<file path="src/rtl/loop_param_pkg.sv">
// Package for the motor regulation-loop parameter register bank.
// Assumes a byte-wide register access port driven by the serial-bus front end.
package loop_param_pkg;

  localparam int unsigned ADDR_W = 8;
  localparam int unsigned DATA_W = 8;

  // ****************************************
  // Register offsets
  // ****************************************
  localparam logic [7:0] OFF_INVERSE_RESISTANCE  = 8'h14;
  localparam logic [7:0] OFF_BACK_EMF_CONSTANT   = 8'h15;
  localparam logic [7:0] OFF_RESERVED_READONLY_A = 8'h16;
  localparam logic [7:0] OFF_RESERVED_RW_B       = 8'h17;
  localparam logic [7:0] OFF_PROPORTIONAL_GAIN   = 8'h18;
  localparam logic [7:0] OFF_INTEGRAL_GAIN       = 8'h19;

  // ****************************************
  // Reset values
  // ****************************************
  localparam logic [7:0] RST_INVERSE_RESISTANCE = 8'h00;
  localparam logic [7:0] RST_BACK_EMF_CONSTANT  = 8'h00;
  localparam logic [7:0] RST_RESERVED_RW_B      = 8'h00;
  localparam logic [7:0] RST_PROPORTIONAL_GAIN  = 8'h21;
  localparam logic [7:0] RST_INTEGRAL_GAIN      = 8'h21;
  localparam logic [7:0] RESERVED_READ_VALUE    = 8'h00;

  // ****************************************
  // Gain register field layout
  // ****************************************
  localparam int unsigned DIV_CODE_MSB = 7;
  localparam int unsigned DIV_CODE_LSB = 5;
  localparam int unsigned MULT_MSB     = 4;
  localparam int unsigned MULT_LSB     = 0;
  localparam int unsigned DIV_CODE_W   = 3;
  localparam int unsigned MULT_W       = 5;

  // Divisors are powers of two; the loop shifts by log2 of the divisor.
  localparam int unsigned SHIFT_W = 4;
  localparam logic [2:0] DIV_CODE_RESERVED = 3'h7;
  localparam logic [3:0] SHIFT_DIV_32   = 4'h5;
  localparam logic [3:0] SHIFT_DIV_64   = 4'h6;
  localparam logic [3:0] SHIFT_DIV_128  = 4'h7;
  localparam logic [3:0] SHIFT_DIV_256  = 4'h8;
  localparam logic [3:0] SHIFT_DIV_512  = 4'h9;
  localparam logic [3:0] SHIFT_DIV_16   = 4'h4;
  localparam logic [3:0] SHIFT_DIV_1    = 4'h0;

  // Resistance scale factors selected by the 2-bit selector.
  localparam int unsigned SCALE_W = 14;
  localparam logic [13:0] RES_SCALE_0 = 14'h0002;
  localparam logic [13:0] RES_SCALE_1 = 14'h0040;
  localparam logic [13:0] RES_SCALE_2 = 14'h0400;
  localparam logic [13:0] RES_SCALE_3 = 14'h2000;

endpackage

</file>
<file path="src/rtl/gain_divisor_decode.sv">
// Decodes a gain divider code into a right-shift amount for the PI loop.
// Assumes its code input is a registered field on the same clock.
`timescale 1ns/1ns
`default_nettype none

module gain_divisor_decode (
  input  wire logic [2:0] divisor_code_i,
  output logic      [3:0] shift_o,
  output logic            code_reserved_o
);

  always_comb begin
    code_reserved_o = 1'b0;
    unique case (divisor_code_i)
      3'h0: shift_o = loop_param_pkg::SHIFT_DIV_32;   // RL4
      3'h1: shift_o = loop_param_pkg::SHIFT_DIV_64;
      3'h2: shift_o = loop_param_pkg::SHIFT_DIV_128;
      3'h3: shift_o = loop_param_pkg::SHIFT_DIV_256;
      3'h4: shift_o = loop_param_pkg::SHIFT_DIV_512;
      3'h5: shift_o = loop_param_pkg::SHIFT_DIV_16;
      3'h6: shift_o = loop_param_pkg::SHIFT_DIV_1;
      // No divisor exists for this code; hold the largest divisor so the gain stays small.
      3'h7: begin
        shift_o         = loop_param_pkg::SHIFT_DIV_512; // RL11
        code_reserved_o = 1'b1;                           // RL11
      end
    endcase
  end

endmodule

`default_nettype wire

</file>
<file path="src/rtl/motor_loop_param_regs.sv">
// Register bank holding the regulation-loop parameters of a brushed DC motor driver.
// Assumes a byte-wide access port from the serial-bus front end on core_clk_i:
// a one-cycle write strobe with address and data, and a read address answered next cycle.
`timescale 1ns/1ns
`default_nettype none

// Notes on behaviour
// RL1 - Inverse resistance register: 8-bit read/write, resets to zero.
// RL2 - Software must program a nonzero inverse resistance before relying on regulation.
// RL3 - Back-EMF constant at 0x15: 8-bit read/write, resets to zero.
// RL4 - Proportional divider code bits 7:5 select 32,64,128,256,512,16,1.
// RL5 - Proportional multiplier bits 4:0; gain equals multiplier over divisor.
// RL6 - Integral divider code bits 7:5 select 32,64,128,256,512,16,1.
// RL7 - Integral multiplier bits 4:0; gain equals multiplier over divisor.
// RL8 - Proportional gain register at 0x18 resets to 0x21.
// RL9 - Integral gain register at 0x19 resets to 0x21.
// RL10 - Resistance scale selector codes map to 2, 64, 1024 and 8192.
// RL11 - Divider code 7 is reserved and flagged; no divisor defined.
// RL12 - 0x16 ignores writes, reads zero; 0x17 stores writes, no effect.
module motor_loop_param_regs (
  input  wire logic       core_clk_i,
  input  wire logic       sys_rst_i,
  input  wire logic       reg_wr_en_i,
  input  wire logic [7:0] reg_wr_addr_i,
  input  wire logic [7:0] reg_wr_data_i,
  input  wire logic       reg_rd_en_i,
  input  wire logic [7:0] reg_rd_addr_i,
  input  wire logic [1:0] resistance_scale_sel_i,
  output logic      [7:0] reg_rd_data_o,
  output logic            reg_rd_hit_o,
  output logic      [7:0] inverse_coil_resistance_o,
  output logic      [7:0] back_emf_value_o,
  output logic      [4:0] proportional_multiplier_o,
  output logic      [3:0] proportional_shift_o,
  output logic      [4:0] integral_multiplier_o,
  output logic      [3:0] integral_shift_o,
  output logic      [13:0] resistance_scale_factor_o,
  output logic            gain_code_reserved_o,
  output logic            inverse_resistance_zero_o
);

  // ****************************************
  // Parameter storage
  // ****************************************
  logic [7:0] inv_res_q;
  logic [7:0] back_emf_q;
  logic [7:0] reserved_field_b_q;
  logic [7:0] prop_gain_q;
  logic [7:0] int_gain_q;

  logic       wr_inv;
  logic       wr_emf;
  logic       wr_reserved_field_b;
  logic       wr_prop;
  logic       wr_int;

  assign wr_inv    = reg_wr_en_i && (reg_wr_addr_i == loop_param_pkg::OFF_INVERSE_RESISTANCE);
  assign wr_emf    = reg_wr_en_i && (reg_wr_addr_i == loop_param_pkg::OFF_BACK_EMF_CONSTANT);
  assign wr_reserved_field_b = reg_wr_en_i && (reg_wr_addr_i == loop_param_pkg::OFF_RESERVED_RW_B);
  assign wr_prop   = reg_wr_en_i && (reg_wr_addr_i == loop_param_pkg::OFF_PROPORTIONAL_GAIN);
  assign wr_int    = reg_wr_en_i && (reg_wr_addr_i == loop_param_pkg::OFF_INTEGRAL_GAIN);

  always_ff @(posedge core_clk_i) begin
    if (sys_rst_i) begin
      inv_res_q <= loop_param_pkg::RST_INVERSE_RESISTANCE; // RL1
    end else if (wr_inv) begin
      inv_res_q <= reg_wr_data_i; // RL1
    end
  end

  always_ff @(posedge core_clk_i) begin
    if (sys_rst_i) begin
      back_emf_q <= loop_param_pkg::RST_BACK_EMF_CONSTANT; // RL3
    end else if (wr_emf) begin
      back_emf_q <= reg_wr_data_i; // RL3
    end
  end

  // The second reserved location keeps its value only so software can read it back.
  always_ff @(posedge core_clk_i) begin
    if (sys_rst_i) begin
      reserved_field_b_q <= loop_param_pkg::RST_RESERVED_RW_B; // RL12
    end else if (wr_reserved_field_b) begin
      reserved_field_b_q <= reg_wr_data_i; // RL12
    end
  end

  // Code 7 is stored as written so a read-back shows what software did.
  always_ff @(posedge core_clk_i) begin
    if (sys_rst_i) begin
      prop_gain_q <= loop_param_pkg::RST_PROPORTIONAL_GAIN; // RL8
    end else if (wr_prop) begin
      prop_gain_q <= reg_wr_data_i; // RL4 RL5
    end
  end

  always_ff @(posedge core_clk_i) begin
    if (sys_rst_i) begin
      int_gain_q <= loop_param_pkg::RST_INTEGRAL_GAIN; // RL9
    end else if (wr_int) begin
      int_gain_q <= reg_wr_data_i; // RL6 RL7
    end
  end

  // ****************************************
  // Read path
  // ****************************************
  logic [7:0] rd_data_d;
  logic       rd_hit_d;

  always_comb begin
    rd_hit_d  = 1'b1;
    rd_data_d = 8'h00;
    unique case (reg_rd_addr_i)
      loop_param_pkg::OFF_INVERSE_RESISTANCE:  rd_data_d = inv_res_q;
      loop_param_pkg::OFF_BACK_EMF_CONSTANT:   rd_data_d = back_emf_q;
      loop_param_pkg::OFF_RESERVED_READONLY_A: begin
        rd_data_d = loop_param_pkg::RESERVED_READ_VALUE; // RL12
      end
      loop_param_pkg::OFF_RESERVED_RW_B:       rd_data_d = reserved_field_b_q;
      loop_param_pkg::OFF_PROPORTIONAL_GAIN:   rd_data_d = prop_gain_q;
      loop_param_pkg::OFF_INTEGRAL_GAIN:       rd_data_d = int_gain_q;
      default: begin
        rd_hit_d  = 1'b0;
        rd_data_d = 8'h00;
      end
    endcase
  end

  always_ff @(posedge core_clk_i) begin
    if (sys_rst_i) begin
      reg_rd_data_o <= 8'h00;
      reg_rd_hit_o  <= 1'b0;
    end else if (reg_rd_en_i) begin
      reg_rd_data_o <= rd_data_d;
      reg_rd_hit_o  <= rd_hit_d;
    end
  end

  // ****************************************
  // Loop parameter outputs
  // ****************************************
  logic [3:0]  prop_shift_d;
  logic [3:0]  int_shift_d;
  logic        prop_reserved_field_d;
  logic        int_reserved_field_d;
  logic [13:0] scale_d;

  gain_divisor_decode u_prop_div (
    .divisor_code_i  (prop_gain_q[loop_param_pkg::DIV_CODE_MSB:loop_param_pkg::DIV_CODE_LSB]),
    .shift_o         (prop_shift_d),
    .code_reserved_o (prop_reserved_field_d)
  );

  gain_divisor_decode u_int_div (
    .divisor_code_i  (int_gain_q[loop_param_pkg::DIV_CODE_MSB:loop_param_pkg::DIV_CODE_LSB]),
    .shift_o         (int_shift_d),
    .code_reserved_o (int_reserved_field_d)
  );

  always_comb begin
    unique case (resistance_scale_sel_i)
      2'h0: scale_d = loop_param_pkg::RES_SCALE_0; // RL10
      2'h1: scale_d = loop_param_pkg::RES_SCALE_1; // RL10
      2'h2: scale_d = loop_param_pkg::RES_SCALE_2; // RL10
      2'h3: scale_d = loop_param_pkg::RES_SCALE_3; // RL10
    endcase
  end

  // ****************************************
  // Registered copies for the regulation loop
  // ****************************************
  // Outputs are registered, so the loop sees a new value one cycle after the write lands.
  always_ff @(posedge core_clk_i) begin
    if (sys_rst_i) begin
      inverse_coil_resistance_o <= loop_param_pkg::RST_INVERSE_RESISTANCE; // RL1
    end else begin
      inverse_coil_resistance_o <= inv_res_q; // RL1
    end
  end

  // Regulation math divides by nothing here, but a zero value makes the loop useless.
  always_ff @(posedge core_clk_i) begin
    if (sys_rst_i) begin
      inverse_resistance_zero_o <= 1'b1;
    end else begin
      inverse_resistance_zero_o <= (inv_res_q == 8'h00); // RL2
    end
  end

  always_ff @(posedge core_clk_i) begin
    if (sys_rst_i) begin
      back_emf_value_o <= loop_param_pkg::RST_BACK_EMF_CONSTANT; // RL3
    end else begin
      back_emf_value_o <= back_emf_q; // RL3
    end
  end

  // The reset shift matches the divider code held in each gain register's reset value.
  always_ff @(posedge core_clk_i) begin
    if (sys_rst_i) begin
      proportional_multiplier_o <=
        loop_param_pkg::RST_PROPORTIONAL_GAIN[loop_param_pkg::MULT_MSB:loop_param_pkg::MULT_LSB];
      proportional_shift_o      <= loop_param_pkg::SHIFT_DIV_64; // RL8
    end else begin
      proportional_multiplier_o <=
        prop_gain_q[loop_param_pkg::MULT_MSB:loop_param_pkg::MULT_LSB]; // RL5
      proportional_shift_o      <= prop_shift_d; // RL4
    end
  end

  always_ff @(posedge core_clk_i) begin
    if (sys_rst_i) begin
      integral_multiplier_o <=
        loop_param_pkg::RST_INTEGRAL_GAIN[loop_param_pkg::MULT_MSB:loop_param_pkg::MULT_LSB];
      integral_shift_o      <= loop_param_pkg::SHIFT_DIV_64; // RL9
    end else begin
      integral_multiplier_o <=
        int_gain_q[loop_param_pkg::MULT_MSB:loop_param_pkg::MULT_LSB]; // RL7
      integral_shift_o      <= int_shift_d; // RL6
    end
  end

  always_ff @(posedge core_clk_i) begin
    if (sys_rst_i) begin
      resistance_scale_factor_o <= loop_param_pkg::RES_SCALE_0;
    end else begin
      resistance_scale_factor_o <= scale_d; // RL10
    end
  end

  // A reserved code in either gain register stays flagged until software rewrites it.
  always_ff @(posedge core_clk_i) begin
    if (sys_rst_i) begin
      gain_code_reserved_o <= 1'b0;
    end else begin
      gain_code_reserved_o <= prop_reserved_field_d | int_reserved_field_d; // RL11
    end
  end

endmodule

`default_nettype wire

</file>
<file path="config.mk">
export PLATFORM = sky130hd
export DESIGN_NAME = motor_loop_param_regs
export DESIGN_NICKNAME = d
export VERILOG_FILES = /design/src/rtl/loop_param_pkg.sv /design/src/rtl/gain_divisor_decode.sv /design/src/rtl/motor_loop_param_regs.sv
export SDC_FILE = /design/constraint.sdc
export NUM_CORES = 1
export LEC_CHECK = 0
export BUFFER_PORTS_ARGS = -buffer_cell sky130_fd_sc_hd__buf_2
export CAP_MARGIN = 20
export CORE_MARGIN = 3
export CORE_UTILIZATION = 56
export CTS_CLUSTER_SIZE = 8
export DETAILED_ROUTE_END_ITERATION = 10
export HOLD_SLACK_MARGIN = 0.08
export PLACE_DENSITY = 0.84
export SLEW_MARGIN = 20
export SYNTH_ARGS = -nofsm -noshare
export SYNTH_HDL_FRONTEND = slang
export SYNTH_SLANG_ARGS = --single-unit
</file>
<file path="constraint.sdc">
create_clock -name core_clk_i -period 2.8 [get_ports core_clk_i]
set_clock_uncertainty 0.1 [all_clocks]
set_input_delay 0.7 -clock core_clk_i [delete_from_list [all_inputs] [get_ports core_clk_i]]
set_output_delay 0.7 -clock core_clk_i [all_outputs]
set_load 0.005 [all_outputs]
</file>
Yosys cells after proc, flatten, opt, wreduce, memory -nomap -nowiden
Cells that the tools add are included.
{"block": "totals", "register_bits": 99, "inputBits": 30, "out_inout_bits": 59}
{"block": "classes", "eq_ne": 28, "muxes": 7, "n_bitwise": 1, "n_reduce_logical": 12}
{"cell": "8-bit by 5-bit equality test with 1-bit output (second input constant)", "n": 11}
{"cell": "14-bit case mux with 4 select lines", "n": 1}
{"cell": "4-bit case mux with 7 select lines", "n": 2}
{"cell": "8-bit case mux with 5 select lines", "n": 1}
{"cell": "3-bit equality test (second input constant)", "n": 8}
{"cell": "3-bit by 2-bit equality test with 1-bit output (second input constant)", "n": 4}
{"cell": "8-bit logical NOT", "n": 1}
{"cell": "3-bit by 1-bit equality test with 1-bit output (second input constant)", "n": 2}
{"cell": "3-bit logical NOT", "n": 2}
{"cell": "6-bit OR reduction", "n": 1}
{"cell": "1-bit logical AND", "n": 5}
{"cell": "2-bit equality test (second input constant)", "n": 2}
{"cell": "2-bit OR reduction", "n": 2}
{"cell": "1-bit 2-to-1 mux", "n": 3}
{"cell": "2-bit by 1-bit equality test with 1-bit output (second input constant)", "n": 1}
{"cell": "2-bit logical NOT", "n": 1}
{"cell": "1-bit OR", "n": 1}

Logic depth before layout (Yosys ltp)
Gate-level depths: netlist of the first run.
{"block": "logic_depth", "word_depth": 3, "depth_mapped": 6}

Modules after synthesis
From an unflattened synthesis of the first run, not the netlist that was laid out.
{"block": "hier_totals", "cells_unflattened": 348, "hier_area_um2": 3459.6}
{"module": "motor_loop_param_regs", "instances": 1, "cells_per_inst": 330, "area_each_um2": 3352.0}
{"module": "gain_divisor_decode", "instances": 2, "cells_per_inst": 9, "area_each_um2": 53.8}

Worst setup path before layout of the first run
OpenSTA, ideal clock, no wires.
{"block": "synth_timing", "path_kind": "input to register", "startpoint": "input port reg_wr_addr_i[6]", "endpoint": "register reserved_field_b_q[0]", "arrival_ns": 1.950, "required_ns": 2.572, "slack_ns": 0.623, "path_stages": 5, "path_cell_list": "nand4bb_4 or4b_2 buf_6 mux2i_1 nor2_1"}
{"block": "synth_via", "elab_chain_cells": 2}
{"item": "start, declared", "line_no": "motor_loop_param_regs.sv:24", "rtl": "input wire logic [7:0] reg_wr_addr_i,"}
{"item": "8-bit by 5-bit equality test with 1-bit output", "line_no": "motor_loop_param_regs.sv:59", "rtl": "assign wr_reserved_field_b = reg_wr_en_i && (reg_wr_addr_i == loop_param_pkg::OFF_RESERVED_RW_B);"}
{"item": "1-bit logical AND", "line_no": "motor_loop_param_regs.sv:59"}
{"item": "end signal, assigned", "line_no": "motor_loop_param_regs.sv:82", "rtl": "reserved_field_b_q <= loop_param_pkg::RST_RESERVED_RW_B;"}
{"item": "end signal, assigned", "line_no": "motor_loop_param_regs.sv:84", "rtl": "reserved_field_b_q <= reg_wr_data_i;"}
{"item": "end, declared", "line_no": "motor_loop_param_regs.sv:47", "rtl": "logic [7:0] reserved_field_b_q;"}
No other way between the ends.
A chain may end at the register's enable or synchronous reset.

Final worst setup path of the first run
{"block": "layout_timing", "startpoint": "input port reg_wr_addr_i[6]", "endpoint": "register reserved_field_b_q[4]"}
Same word-level chain as after synthesis.

==> results of run 1 <==
worst max-delay path by stage:
stage	startpoint	end	slack, ns	cells after the start
finish	reg_wr_addr_i[6]	reserved_field_b_q[4]$_SDFFE_PP0P_	0.71	5
global route	reg_wr_addr_i[6]	reserved_field_b_q[4]$_SDFFE_PP0P_	0.65	5
CTS	reg_wr_addr_i[6]	reserved_field_b_q[4]$_SDFFE_PP0P_	0.73	5
detailed placement	reg_wr_addr_i[6]	reserved_field_b_q[6]$_SDFFE_PP0P_	0.35	5
global placement	reg_wr_addr_i[6]	reserved_field_b_q[2]$_SDFFE_PP0P_	0.40	5
floorplan	reg_wr_addr_i[6]	reserved_field_b_q[0]$_SDFFE_PP0P_	0.62	5
cells by family after synthesis:
| group | count (synthesis) | share of synthesized area |
|---|---|---|
| and+or+nand+nor | 114 | 0.198 |
| DFF | 89 | 0.518 |
| AOI/OAI and AO/OA | 50 | 0.0994 |
| buffers and inverters | 43 | 0.0622 |
| muxes | 39 | 0.116 |
| xor gates and xnor gates | 2 | 0.00510 |
| other | 1 | 0.00109 |
layer usage:
layer	global-route usage	vias up	part of all wire
met1	0.257	1227	0.41
met3	0.0697	18	0.066
met4	0.0921	0	0.026
li1	-	1285	-
met2	0.354	100	0.50
met5	0	-	0
flip-flops by register name, indices dropped and copies added (netlist names):
signal / cells
back_emf_q: 8
back_emf_value_o: 8
gain_code_reserved_o: 1
int_gain_q: 8
integral_multiplier_o: 5
integral_shift_o: 4
inv_res_q: 8
inverse_coil_resistance_o: 8
inverse_resistance_zero_o: 1
prop_gain_q: 8
proportional_multiplier_o: 5
proportional_shift_o: 4
reg_rd_data_o: 8
reg_rd_hit_o: 1
reserved_field_b_q: 8
resistance_scale_factor_o: 4
cell usage in the layout (no fill, tap or decap), types with 6 or more instances in the layout:
cell type	netlist	layout
inv_1	10	10
mux2i_1	33	33
conb_1	1	10
buf_2	5	78
nor2_1	32	32
mux2_2	6	6
nand2_1	16	16
a211oi_1	7	7
a22oi_1	7	7
o21ai_0	8	8
clkbuf_8	0	10
dfxtp_1	89	89
nand2b_1	12	12
a21oi_1	11	11
nor2b_1	18	18
cell type report:
| cell class | instances | area [sq um] | share of cell area |
|---|---|---|---|
| inverters | 10 | 37.5 | 0.00934 |
| flip-flops and latches | 89 | 1780 | 0.443 |
| clock buffers | 10 | 138 | 0.0342 |
| multi-input cells | 215 | 1480 | 0.369 |
| well taps | 72 | 90.1 | 0.0224 |
| clock inverters | 6 | 42.5 | 0.0106 |
| repair buffers | 84 | 448 | 0.111 |
power groups by stage:
stage / logic, mW / registers, mW / clock network [mW]
floorplan: 0.0725 / 1.31 / 0
finish: 0.120 / 1.28 / 0.801
global placement: 0.117 / 1.31 / 0
detailed placement: 0.119 / 1.31 / 0
CTS: 0.119 / 1.28 / 0.811
global route: 0.132 / 1.28 / 0.865
metrics by stage:
step / instances / utilization / hold slack (ns)
6_report: 486 / 0.704 / 0.373
5_1_grt: 486 / 0.704 / 0.396
4_1_cts: 486 / 0.704 / 0.373
3_5_place_dp: 470 / 0.672 / 0.352
3_3_place_gp: 470 / 0.672 / 0.351
2_1_floorplan: 347 / - / 0.327
==> results_tabular.tex, run 1 <==
\begin{tabular}{lr}
\hline
Metric & Value \\
\hline
\multicolumn{2}{l}{\textbf{Synthesis}} \\
Leading register cell type out of synthesis & dfxtp\_1 \\
Share of the synthesized area in the top cell type & 0.518 \\
Area leader, netlist & dfxtp\_1 \\
Count of warnings emitted by yosys & 0 \\
Synth unique cells & 46 \\
Commonest cells in the synthesized netlist & dfxtp\_1, mux2i\_1, nor2\_1 \\
Seq/Total Area, Yosys & 0.518 \\
Most common cell in the synthesized netlist & dfxtp\_1 \\
Post-synthesis instance area & 0.00344 sq mm \\
Post-synth EDFFs & 0 \\
Area contributors post-synth & dfxtp\_1, mux2i\_1, nor2\_1, nor2b\_1, buf\_4 \\
Number of synthesized register bits & 89 \\
Share of synthesized flip-flops with an asynchronous set or reset & 0 \\
Cell count after synthesis & 338 \\
Post-Synthesis Mean Instance Area & 10.2 sq um \\
\multicolumn{2}{l}{\textbf{Floorplanning}} \\
Width of the die & 84.3 microns \\
Cell Rows & 27 \\
Number of placed I/O pins & 89 \\
Area of the die & 0.00711 sq mm \\
Area of the core & 0.00571 sq mm \\
Vertical die dimension & 84.3 microns \\
Starting density of the core & 0.602 \\
\multicolumn{2}{l}{\textbf{STA}} \\
Final critical-path required period & 2.09 ns \\
Hold Fails Final Rpt & 0 \\
Setup tns final & 0 ns \\
Worst-Margin Slew & 0.529 ns \\
Crit path setup slack, layout & 0.712 ns \\
Setup repair after global routing missed its margin & no \\
Total setup violations reported at the end of the flow & 0 \\
Worst relative slew slack & 0.647 \\
Peak Freq & 479 MHz \\
Max-slew violations & 0 \\
Post-route clock period utilization & 0.746 \\
\multicolumn{2}{l}{\textbf{Clocking}} \\
CTS tree & done \\
Clock root buffer & clkbuf\_8 \\
\# H-tree levels & 3 \\
Count of buffers added by post-CTS timing repair for setup & 0 \\
Post\_cts resized & 0 \\
Worst-case clock buffer depth & 2 \\
Insertion delay of the later-clocked pin in the worst-skew pair & 0.36 ns \\
Clock Sinks & 89 \\
Clock-pin slew on the worst setup and hold paths & 0.08 ns \\
Number of buffers created by CTS & 9 \\
CTS Hold Buffers Added & 0 \\
\multicolumn{2}{l}{\textbf{Finish}} \\
Total Nets Final & 439 \\
Count of filler cells inserted in the layout & 438 \\
Area Growth Syn to Fin & 16.9\% \\
Fraction of layout instances using a drive strength above 1 & 0.285 \\
Area of all placed cells without fillers & 0.00402 sq mm \\
Antenna diode instance count & 0 \\
\multicolumn{2}{l}{\textbf{Routing}} \\
First drt pass iteration count & 4 \\
Residual DRC & 0 \\
Routed WL per cell & 15.3 microns \\
Drt total wl & 7420 microns \\
Total number of vias & 2,630 \\
Number of routed nets with antenna violations & 0 \\
DR vias/cell & 5.41 \\
Initial detailed-routing violation count & 188 \\
\multicolumn{2}{l}{\textbf{Global route}} \\
Number of global-route vias before repair & 2,568 \\
GR Util All Layers & 0.215 \\
Global-route wire length before repair & 12,100 microns \\
Number of antenna violations at the first check in global routing & 0 \\
Overflow after GRT & 0 \\
Maximum number of pins on one net before global-route repair & 45 \\
\multicolumn{2}{l}{\textbf{Min path}} \\
End of the worst hold path & proportional\_multiplier\_o[0]\$\_SDFF\_PP1\_ \\
Worst hold start & prop\_gain\_q[0]\$\_SDFFE\_PP1P\_ \\
Worst hold path class & flip-flop to flip-flop \\
Number of cells on the worst hold path & 1 \\
\multicolumn{2}{l}{\textbf{Power and ir drop}} \\
NetSw & 0.529 mW \\
Pwr Density & 548 mW/mm\^{}2 \\
Clock group share of total power & 0.364 \\
Cell leakage power & 1.82 nW \\
Fraction of power consumed by combinational cells & 0.055 \\
Final Total Pwr & 2.20 mW \\
Seq pwr share & 0.581 \\
Internal power of the cells & 1.67 mW \\
Switching power share of the total & 0.240 \\
Peak supply drop & 0.000394 V \\
\multicolumn{2}{l}{\textbf{Setup path}} \\
Reg2Reg Depth & 4 \\
Worst reg2reg endpoint & reg\_rd\_data\_o[4]\$\_SDFFE\_PP0P\_ \\
Crit. End Element & flip-flop \\
Critical path cell sequence & buf\_2 -> nand4bb\_4 -> or4b\_2 -> mux2i\_1 -> nor2\_1 \\
Internal reg-to-reg setup slack & 1.20 ns \\
Reg-to-reg critical path startpoint & inv\_res\_q[4]\$\_SDFFE\_PP0P\_ \\
Max FO, Critical Path & 8 \\
Buf+Inv Stages, Crit Path & 1 \\
Category of the most critical setup path & input pin to flip-flop \\
Crit start category & input pin \\
CP max stage cell & or4b\_2 \\
Critical path arrival & 2.24 ns \\
Slowest stage delay, CP & 0.86 ns \\
Critical Path RT & 2.95 ns \\
Largest delay share family, worst path & simple AND/OR/NAND/NOR gates \\
\multicolumn{2}{l}{\textbf{Placement}} \\
Minimum setup slack after placement & 0.346 ns \\
Count of input and output buffers & 78 \\
Hpwl dp & 5360 microns \\
Routability congestion estimate & 0.888 \\
Cell area after placement & 0.00384 sq mm \\
\multicolumn{2}{l}{\textbf{Run}} \\
Total of max-cap violations & 0 \\
\multicolumn{2}{l}{\textbf{Status}} \\
Status & complete, no violations \\
\hline
\end{tabular}
Power figures use the tool's default switching activity.
==> run 2, diff against run 1 <==
CORE_UTILIZATION = 47   (was 56)
PLACE_DENSITY = 0.75   (was 0.84)
clock period = 1.79 ns   (was 2.8 ns; I/O delays follow)
==> run 2 against run 1 <==
  * Core utilization fell by 10 points
  * Via count decreased by 1.6%
  * Wire length decreased by 0.43%
  * Die area up 18%
  * Clock power increased by 70%
  * Power increased by 62%
  * Sequential cell count did not move
  * Critical path type unchanged
==> results_tabular.tex, run 2 (synthesis results as in run 1) <==
\begin{tabular}{lr}
\hline
Metric & Value \\
\hline
\multicolumn{2}{l}{\textbf{STA}} \\
Post-route clock period utilization & 0.948 \\
Max-slew violations & 0 (unchanged) \\
Hold Fails Final Rpt & 0 (unchanged) \\
Peak Freq & 589 MHz \\
Setup repair after global routing missed its margin & no (unchanged) \\
Total setup violations reported at the end of the flow & 0 (unchanged) \\
Crit path setup slack, layout & 0.0928 ns (was 0.712 ns) \\
Final critical-path required period & 1.70 ns \\
\multicolumn{2}{l}{\textbf{Clocking}} \\
Clock-pin slew on the worst setup and hold paths & 0.08 ns (about the same) \\
Post\_cts resized & 0 (unchanged) \\
Clock root buffer & clkbuf\_8 (unchanged) \\
Number of buffers created by CTS & 9 (unchanged) \\
Insertion delay of the later-clocked pin in the worst-skew pair & 0.35 ns (was 0.36 ns) \\
Clock Sinks & 89 (unchanged) \\
CTS Hold Buffers Added & 0 (unchanged) \\
CTS tree & done (unchanged) \\
Worst-case clock buffer depth & 2 (unchanged) \\
\# H-tree levels & 3 (unchanged) \\
Count of buffers added by post-CTS timing repair for setup & 0 (unchanged) \\
\multicolumn{2}{l}{\textbf{Finish}} \\
Most common library cell in the layout ignoring fill and taps & dfxtp\_1 (unchanged) \\
Fraction of layout instances using a drive strength above 1 & 0.303 (was 0.285) \\
Total Nets Final & 451 (was 439) \\
Area Growth Syn to Fin & 21.5\% (was 16.9\%) \\
Antenna diode instance count & 0 (unchanged) \\
Area of all placed cells without fillers & 0.00418 sq mm (was 0.00402 sq mm) \\
Leading cell types in the layout, fill and taps excluded & dfxtp\_1, buf\_2, mux2i\_1 (unchanged) \\
\multicolumn{2}{l}{\textbf{Placement}} \\
Count of input and output buffers & 78 (unchanged) \\
Hpwl dp & 5460 microns (was 5360 microns) \\
Cell area after placement & 0.00398 sq mm (was 0.00384 sq mm) \\
Routability congestion estimate & 0.787 (was 0.888) \\
Minimum setup slack after placement & -0.282 ns (was 0.346 ns) \\
\multicolumn{2}{l}{\textbf{Setup path}} \\
CP max stage cell & or4b\_4 (was or4b\_2) \\
Max FO, Critical Path & 4 (was 8) \\
Reg-to-reg critical path startpoint & inv\_res\_q[4]\$\_SDFFE\_PP0P\_ (unchanged) \\
Crit start category & input pin (unchanged) \\
Crit. End Element & flip-flop (unchanged) \\
Critical Path RT & 1.95 ns (was 2.95 ns) \\
Worst reg2reg endpoint & reg\_rd\_data\_o[4]\$\_SDFFE\_PP0P\_ (unchanged) \\
Critical path arrival & 1.86 ns (was 2.24 ns) \\
Category of the most critical setup path & input pin to flip-flop (unchanged) \\
Slowest stage delay, CP & 0.58 ns (was 0.86 ns) \\
Internal reg-to-reg setup slack & 0.25 ns (was 1.20 ns) \\
Critical path cell sequence & buf\_2 -> or4b\_4 -> or2\_0 -> a211o\_1 -> a311oi\_1 (was buf\_2 -> nand4bb\_4 -> or4b\_2 -> mux2i\_1 -> nor2\_1) \\
Reg2Reg Depth & 4 (unchanged) \\
\multicolumn{2}{l}{\textbf{Power and ir drop}} \\
Seq pwr share & 0.563 (was 0.581) \\
Peak supply drop & 0.000395 V (was 0.000394 V) \\
Internal power of the cells & 2.76 mW (was 1.67 mW) \\
NetSw & 0.795 mW (was 0.529 mW) \\
Switching power share of the total & 0.224 (was 0.240) \\
Fraction of power consumed by combinational cells & 0.056 (was 0.055) \\
Cell leakage power & 1.88 nW (was 1.82 nW) \\
Clock group share of total power & 0.381 (was 0.364) \\
Pwr Density & 852 mW/mm\^{}2 (was 548 mW/mm\^{}2) \\
Final Total Pwr & 3.56 mW (was 2.20 mW) \\
\multicolumn{2}{l}{\textbf{Min path}} \\
End of the worst hold path & resistance\_scale\_factor\_o[10]\$\_SDFF\_PP0\_ (was proportional\_multiplier\_o[0]\$\_SDFF\_PP1\_) \\
Worst hold path class & input pin to flip-flop (was flip-flop to flip-flop) \\
Worst hold start & resistance\_scale\_sel\_i[0] (was prop\_gain\_q[0]\$\_SDFFE\_PP1P\_) \\
Number of cells on the worst hold path & 2 (was 1) \\
\multicolumn{2}{l}{\textbf{Routing}} \\
Residual DRC & 0 (unchanged) \\
Drt total wl & 7390 microns (was 7420 microns) \\
Initial detailed-routing violation count & 129 (was 188) \\
Number of routed nets with antenna violations & 0 (unchanged) \\
First drt pass iteration count & 4 (unchanged) \\
Routed WL per cell & 14.2 microns (was 15.3 microns) \\
DR vias/cell & 4.96 (was 5.41) \\
Total number of vias & 2,588 (was 2,630) \\
\multicolumn{2}{l}{\textbf{Global route}} \\
Global routing met2 resource utilization & 0.301 (was 0.354) \\
Number of global-route vias before repair & 2,507 (was 2,568) \\
Met3 global-route usage & 0.0373 (was 0.0697) \\
GR Util All Layers & 0.182 (was 0.215) \\
Number of antenna violations at the first check in global routing & 0 (unchanged) \\
Maximum number of pins on one net before global-route repair & 29 (was 45) \\
Routing layer with the top usage in global route & met2 (unchanged) \\
Overflow after GRT & 0 (unchanged) \\
Global-route wire length before repair & 12,100 microns (about the same) \\
Global-route met1 utilization & 0.235 (was 0.257) \\
\multicolumn{2}{l}{\textbf{Run}} \\
Total of max-cap violations & 0 (unchanged) \\
\multicolumn{2}{l}{\textbf{Floorplanning}} \\
Vertical die dimension & 91.5 microns (was 84.3 microns) \\
Starting density of the core & 0.495 (was 0.602) \\
Number of placed I/O pins & 89 (unchanged) \\
Area of the die & 0.00838 sq mm (was 0.00711 sq mm) \\
Width of the die & 91.5 microns (was 84.3 microns) \\
Cell Rows & 30 (was 27) \\
Area of the core & 0.00694 sq mm (was 0.00571 sq mm) \\
\multicolumn{2}{l}{\textbf{Status}} \\
Status & complete, no violations (unchanged) \\
\hline
\end{tabular}
[run 2: cell types whose count changed in the layout (fill, tap and decap cells not counted), sizes merged]
cell / before / now
buf: 84 / 96
bufinv: 0 / 1
clkbuf: 10 / 12
clkinv: 3 / 0
clkinvlp: 2 / 3
inv: 11 / 10
[run 2: worst max path at each step]
stage,to,slack [ns],startpoint
final,reg_rd_data_o[5]$_SDFFE_PP0P_,0.09,reg_rd_addr_i[5]
after global routing,reg_rd_data_o[5]$_SDFFE_PP0P_,0.03,reg_rd_addr_i[5]
after CTS,reg_rd_data_o[5]$_SDFFE_PP0P_,0.10,reg_rd_addr_i[5]
after detailed placement,reg_rd_data_o[0]$_SDFFE_PP0P_,-0.28,reg_rd_addr_i[5]
after global placement,reg_rd_data_o[0]$_SDFFE_PP0P_,-0.22,reg_rd_addr_i[5]
after floorplan,reg_rd_data_o[0]$_SDFFE_PP0P_,-0.08,reg_rd_addr_i[5]
[run 2: power by group through the flow]
stage,Combinational (mW),Clock [mW],Sequential (mW)
global placement,0.191,0,2.05
detailed placement,0.196,0,2.05
floorplan,0.114,0,2.05
finish,0.198,1.36,2.00
CTS,0.197,1.38,2.00
global route,0.215,1.47,2.00
[run 2: critical path: cells and delay by family]
family / cells / cell delay, ns
and+or+nand+nor: 2 / 0.82
AOI/OAI and AO/OA: 2 / 0.49
buffers and inverters: 1 / 0.10
[run 2: cell type report]
type / instances / area (sq um)
Fill cell: 611 / 2770
Sequential cell: 89 / 1780
Multi-Input combinational cell: 215 / 1490
Timing Repair Buffer: 96 / 551
Clock buffer: 12 / 145
Tap cell: 96 / 120
Clock inverter: 4 / 52.6
Inverter: 10 / 37.5
[run 2: through the flow]
| step | cells | hold slack (ns) | utilization | setup TNS [ns] |
|---|---|---|---|---|
| after global placement | 506 | 0.351 | 0.573 | -3.97 |
| after floorplan | 347 | 0.327 | - | -0.468 |
| after detailed placement | 506 | 0.348 | 0.573 | -5.38 |
| after CTS | 522 | 0.173 | 0.601 | 0 |
| after global routing | 522 | 0.176 | 0.601 | 0 |
| final | 522 | 0.191 | 0.601 | 0 |
[run 2: routing by layer]
metal / part of all wire / wire, microns / up-vias
met3: 0.046 / 337 / 7
met2: 0.48 / 3540 / 64
met4: 0.012 / 88 / 0
met1: 0.46 / 3420 / 1204
met5: 0 / 0 / -
li1: - / - / 1313
==> run 3, diff against run 2 <==
CORE_MARGIN = not set   (was 3)
==> run 3 against run 2 <==
  * Design area grew 1.1%
  * First-iteration DRC count grew 29%
  * Combinational power grew 3%
  * Largest cell class unchanged
  * Cell count grew 0.19%
  * Power grew 4.6%
  * Critical path type unchanged
  * Sequential share of layout area shrank 0.46 points
  * Clock power grew 12%
  * Die area shrank 8.6%
  * Register-to-register slack gained 0.02 ns
  * Highest routed layer unchanged
  * Sequential power is essentially flat
  * Sequential cell count is the same
==> results_tabular.tex, run 3 (synthesis results as in run 1) <==
\begin{tabular}{lr}
\hline
Metric & Value \\
\hline
\multicolumn{2}{l}{\textbf{STA}} \\
Setup tns final & 0 ns (unchanged) \\
Max-slew violations & 0 (unchanged) \\
Hold Fails Final Rpt & 0 (unchanged) \\
Setup repair after global routing missed its margin & no (unchanged) \\
Final critical-path required period & 1.67 ns (was 1.70 ns) \\
Crit path setup slack, layout & 0.115 ns (was 0.0928 ns) \\
Peak Freq & 597 MHz (was 589 MHz) \\
Post-route clock period utilization & 0.936 (was 0.948) \\
Total setup violations reported at the end of the flow & 0 (unchanged) \\
\multicolumn{2}{l}{\textbf{Routing}} \\
Total number of vias & 2,641 (was 2,588) \\
Drt total wl & 7580 microns (was 7390 microns) \\
First drt pass iteration count & 4 (unchanged) \\
Number of routed nets with antenna violations & 0 (unchanged) \\
Residual DRC & 0 (unchanged) \\
DR vias/cell & 5.05 (was 4.96) \\
Initial detailed-routing violation count & 166 (was 129) \\
Routed WL per cell & 14.5 microns (was 14.2 microns) \\
\multicolumn{2}{l}{\textbf{Power and ir drop}} \\
Fraction of power consumed by combinational cells & 0.054 (was 0.056) \\
Clock group share of total power & 0.407 (was 0.381) \\
NetSw & 0.775 mW (was 0.795 mW) \\
Switching power share of the total & 0.208 (was 0.224) \\
Final Total Pwr & 3.72 mW (was 3.56 mW) \\
Internal power of the cells & 2.95 mW (was 2.76 mW) \\
Peak supply drop & 0.000383 V (was 0.000395 V) \\
Pwr Density & 882 mW/mm\^{}2 (was 852 mW/mm\^{}2) \\
Cell leakage power & 1.91 nW (was 1.88 nW) \\
Seq pwr share & 0.538 (was 0.563) \\
\multicolumn{2}{l}{\textbf{Setup path}} \\
Max FO, Critical Path & 4 (unchanged) \\
Slowest stage delay, CP & 0.58 ns (about the same) \\
Category of the most critical setup path & input pin to flip-flop (unchanged) \\
Worst Setup EP & reg\_rd\_data\_o[0]\$\_SDFFE\_PP0P\_ (was reg\_rd\_data\_o[5]\$\_SDFFE\_PP0P\_) \\
Critical Path RT & 1.96 ns (was 1.95 ns) \\
Worst setup path startpoint & reg\_rd\_addr\_i[5] (unchanged) \\
CP max stage cell & or4b\_4 (unchanged) \\
Critical path arrival & 1.84 ns (was 1.86 ns) \\
Worst reg2reg endpoint & reg\_rd\_data\_o[4]\$\_SDFFE\_PP0P\_ (unchanged) \\
Reg2Reg Depth & 4 (unchanged) \\
Crit start category & input pin (unchanged) \\
Critical path cell sequence & buf\_2 -> or4b\_4 -> or2\_0 -> a211o\_1 -> a311oi\_1 (unchanged) \\
Reg-to-reg critical path startpoint & inv\_res\_q[4]\$\_SDFFE\_PP0P\_ (unchanged) \\
Crit. End Element & flip-flop (unchanged) \\
Internal reg-to-reg setup slack & 0.27 ns (was 0.25 ns) \\
\multicolumn{2}{l}{\textbf{Status}} \\
Status & complete, no violations (unchanged) \\
\multicolumn{2}{l}{\textbf{Clocking}} \\
Number of buffers created by CTS & 9 (unchanged) \\
Count of buffers added by post-CTS timing repair for setup & 0 (unchanged) \\
Insertion delay of the later-clocked pin in the worst-skew pair & 0.35 ns (about the same) \\
CTS Hold Buffers Added & 0 (unchanged) \\
Clock Sinks & 89 (unchanged) \\
Clock root buffer & clkbuf\_8 (unchanged) \\
Post\_cts resized & 0 (unchanged) \\
CTS tree & done (unchanged) \\
Clock-pin slew on the worst setup and hold paths & 0.08 ns (about the same) \\
Worst-case clock buffer depth & 2 (unchanged) \\
\# H-tree levels & 3 (unchanged) \\
\multicolumn{2}{l}{\textbf{Placement}} \\
Number of placed instances, taps included & 507 (was 506) \\
Count of input and output buffers & 78 (unchanged) \\
Minimum setup slack after placement & -0.273 ns (was -0.282 ns) \\
Hpwl dp & 5430 microns (was 5460 microns) \\
Routability congestion estimate & 0.795 (was 0.787) \\
\multicolumn{2}{l}{\textbf{Finish}} \\
Fraction of layout instances using a drive strength above 1 & 0.302 (was 0.303) \\
Area Growth Syn to Fin & 22.8\% (was 21.5\%) \\
Antenna diode instance count & 0 (unchanged) \\
Util after Layout & 0.608 (was 0.601) \\
Total Nets Final & 452 (was 451) \\
Non-Filler Instances & 523 (was 522) \\
Most common library cell in the layout ignoring fill and taps & dfxtp\_1 (unchanged) \\
Leading cell types in the layout, fill and taps excluded & dfxtp\_1, buf\_2, mux2i\_1 (unchanged) \\
\multicolumn{2}{l}{\textbf{Floorplanning}} \\
Starting density of the core & 0.495 (unchanged) \\
Cell Rows & 30 (unchanged) \\
Area of the core & 0.00694 sq mm (unchanged) \\
Area of the die & 0.00766 sq mm (was 0.00838 sq mm) \\
Vertical die dimension & 87.5 microns (was 91.5 microns) \\
Width of the die & 87.5 microns (was 91.5 microns) \\
Number of placed I/O pins & 89 (unchanged) \\
\multicolumn{2}{l}{\textbf{Global route}} \\
GR Util All Layers & 0.209 (was 0.182) \\
Overflow after GRT & 0 (unchanged) \\
Global-route wire length before repair & 11,800 microns (was 12,100 microns) \\
Number of global-route vias before repair & 2,430 (was 2,507) \\
Maximum number of pins on one net before global-route repair & 31 (was 29) \\
Number of antenna violations at the first check in global routing & 0 (unchanged) \\
\multicolumn{2}{l}{\textbf{Min path}} \\
Number of cells on the worst hold path & 2 (unchanged) \\
Worst hold path class & input pin to flip-flop (unchanged) \\
\multicolumn{2}{l}{\textbf{Run}} \\
Total of max-cap violations & 0 (unchanged) \\
\hline
\end{tabular}
## run 3: cell count changes in the layout (fill, tap and decap cells not counted)
| cell | previous run | this run |
|---|---|---|
| clkinvlp_4 | 3 | 0 |
| buf_12 | 2 | 3 |
| bufinv_16 | 1 | 2 |
| clkbuf_8 | 10 | 11 |
| clkbuf_1 | 2 | 3 |
## run 3: metal layers
metal | vias up | track usage | routed length, microns
li1 | 1318 | - | -
met1 | 1207 | 0.272 | 3250
met2 | 100 | 0.327 | 3640
met3 | 16 | 0.0427 | 486
met4 | 0 | 0.112 | 197
met5 | - | 0 | 0
## run 3: worst min path at each step
stage                                start                                       end  slack, ns
2_1_floorplan  prop_gain_q[4]$_SDFFE_PP0P_   proportional_multiplier_o[4]$_SDFF_PP0_       0.33
3_3_place_gp    int_gain_q[0]$_SDFFE_PP1P_       integral_multiplier_o[0]$_SDFF_PP1_       0.35
3_5_place_dp    int_gain_q[0]$_SDFFE_PP1P_       integral_multiplier_o[0]$_SDFF_PP1_       0.35
4_1_cts          resistance_scale_sel_i[0]  resistance_scale_factor_o[10]$_SDFF_PP0_       0.17
5_1_grt          resistance_scale_sel_i[0]  resistance_scale_factor_o[10]$_SDFF_PP0_       0.18
6_report         resistance_scale_sel_i[0]  resistance_scale_factor_o[10]$_SDFF_PP0_       0.19
## run 3: worst max-delay path: cells and delay by family
kind | cells | cell delay (ns)
buffers and inverters | 1 | 0.10
AOI/OAI and AO/OA | 2 | 0.48
and+or+nand+nor | 2 | 0.82
## run 3: final cells by class
cell class / instances / area [sq um]
clock buffers: 14 / 163
clock inverters: 2 / 60.1
fillers: 587 / 2720
inverters: 10 / 37.5
multi-input cells: 215 / 1490
flip-flops and latches: 89 / 1780
well taps: 96 / 120
repair buffers: 97 / 571
## run 3: per-stage QoR
stage	hold WS, ns	cell area (sq um)
detailed placement	0.353	4000
global placement	0.350	4000
floorplan	0.327	3480
finish	0.189	4220
global route	0.185	4220
CTS	0.172	4220
## run 3: power by group through the flow
| stage | Combinational (mW) | Sequential (mW) | Clock, mW |
|---|---|---|---|
| 4_1_cts | 0.202 | 2.00 | 1.54 |
| 3_3_place_gp | 0.197 | 2.05 | 0 |
| 3_5_place_dp | 0.201 | 2.05 | 0 |
| 6_report | 0.203 | 2.00 | 1.52 |
| 5_1_grt | 0.221 | 2.00 | 1.61 |
| 2_1_floorplan | 0.114 | 2.05 | 0 |
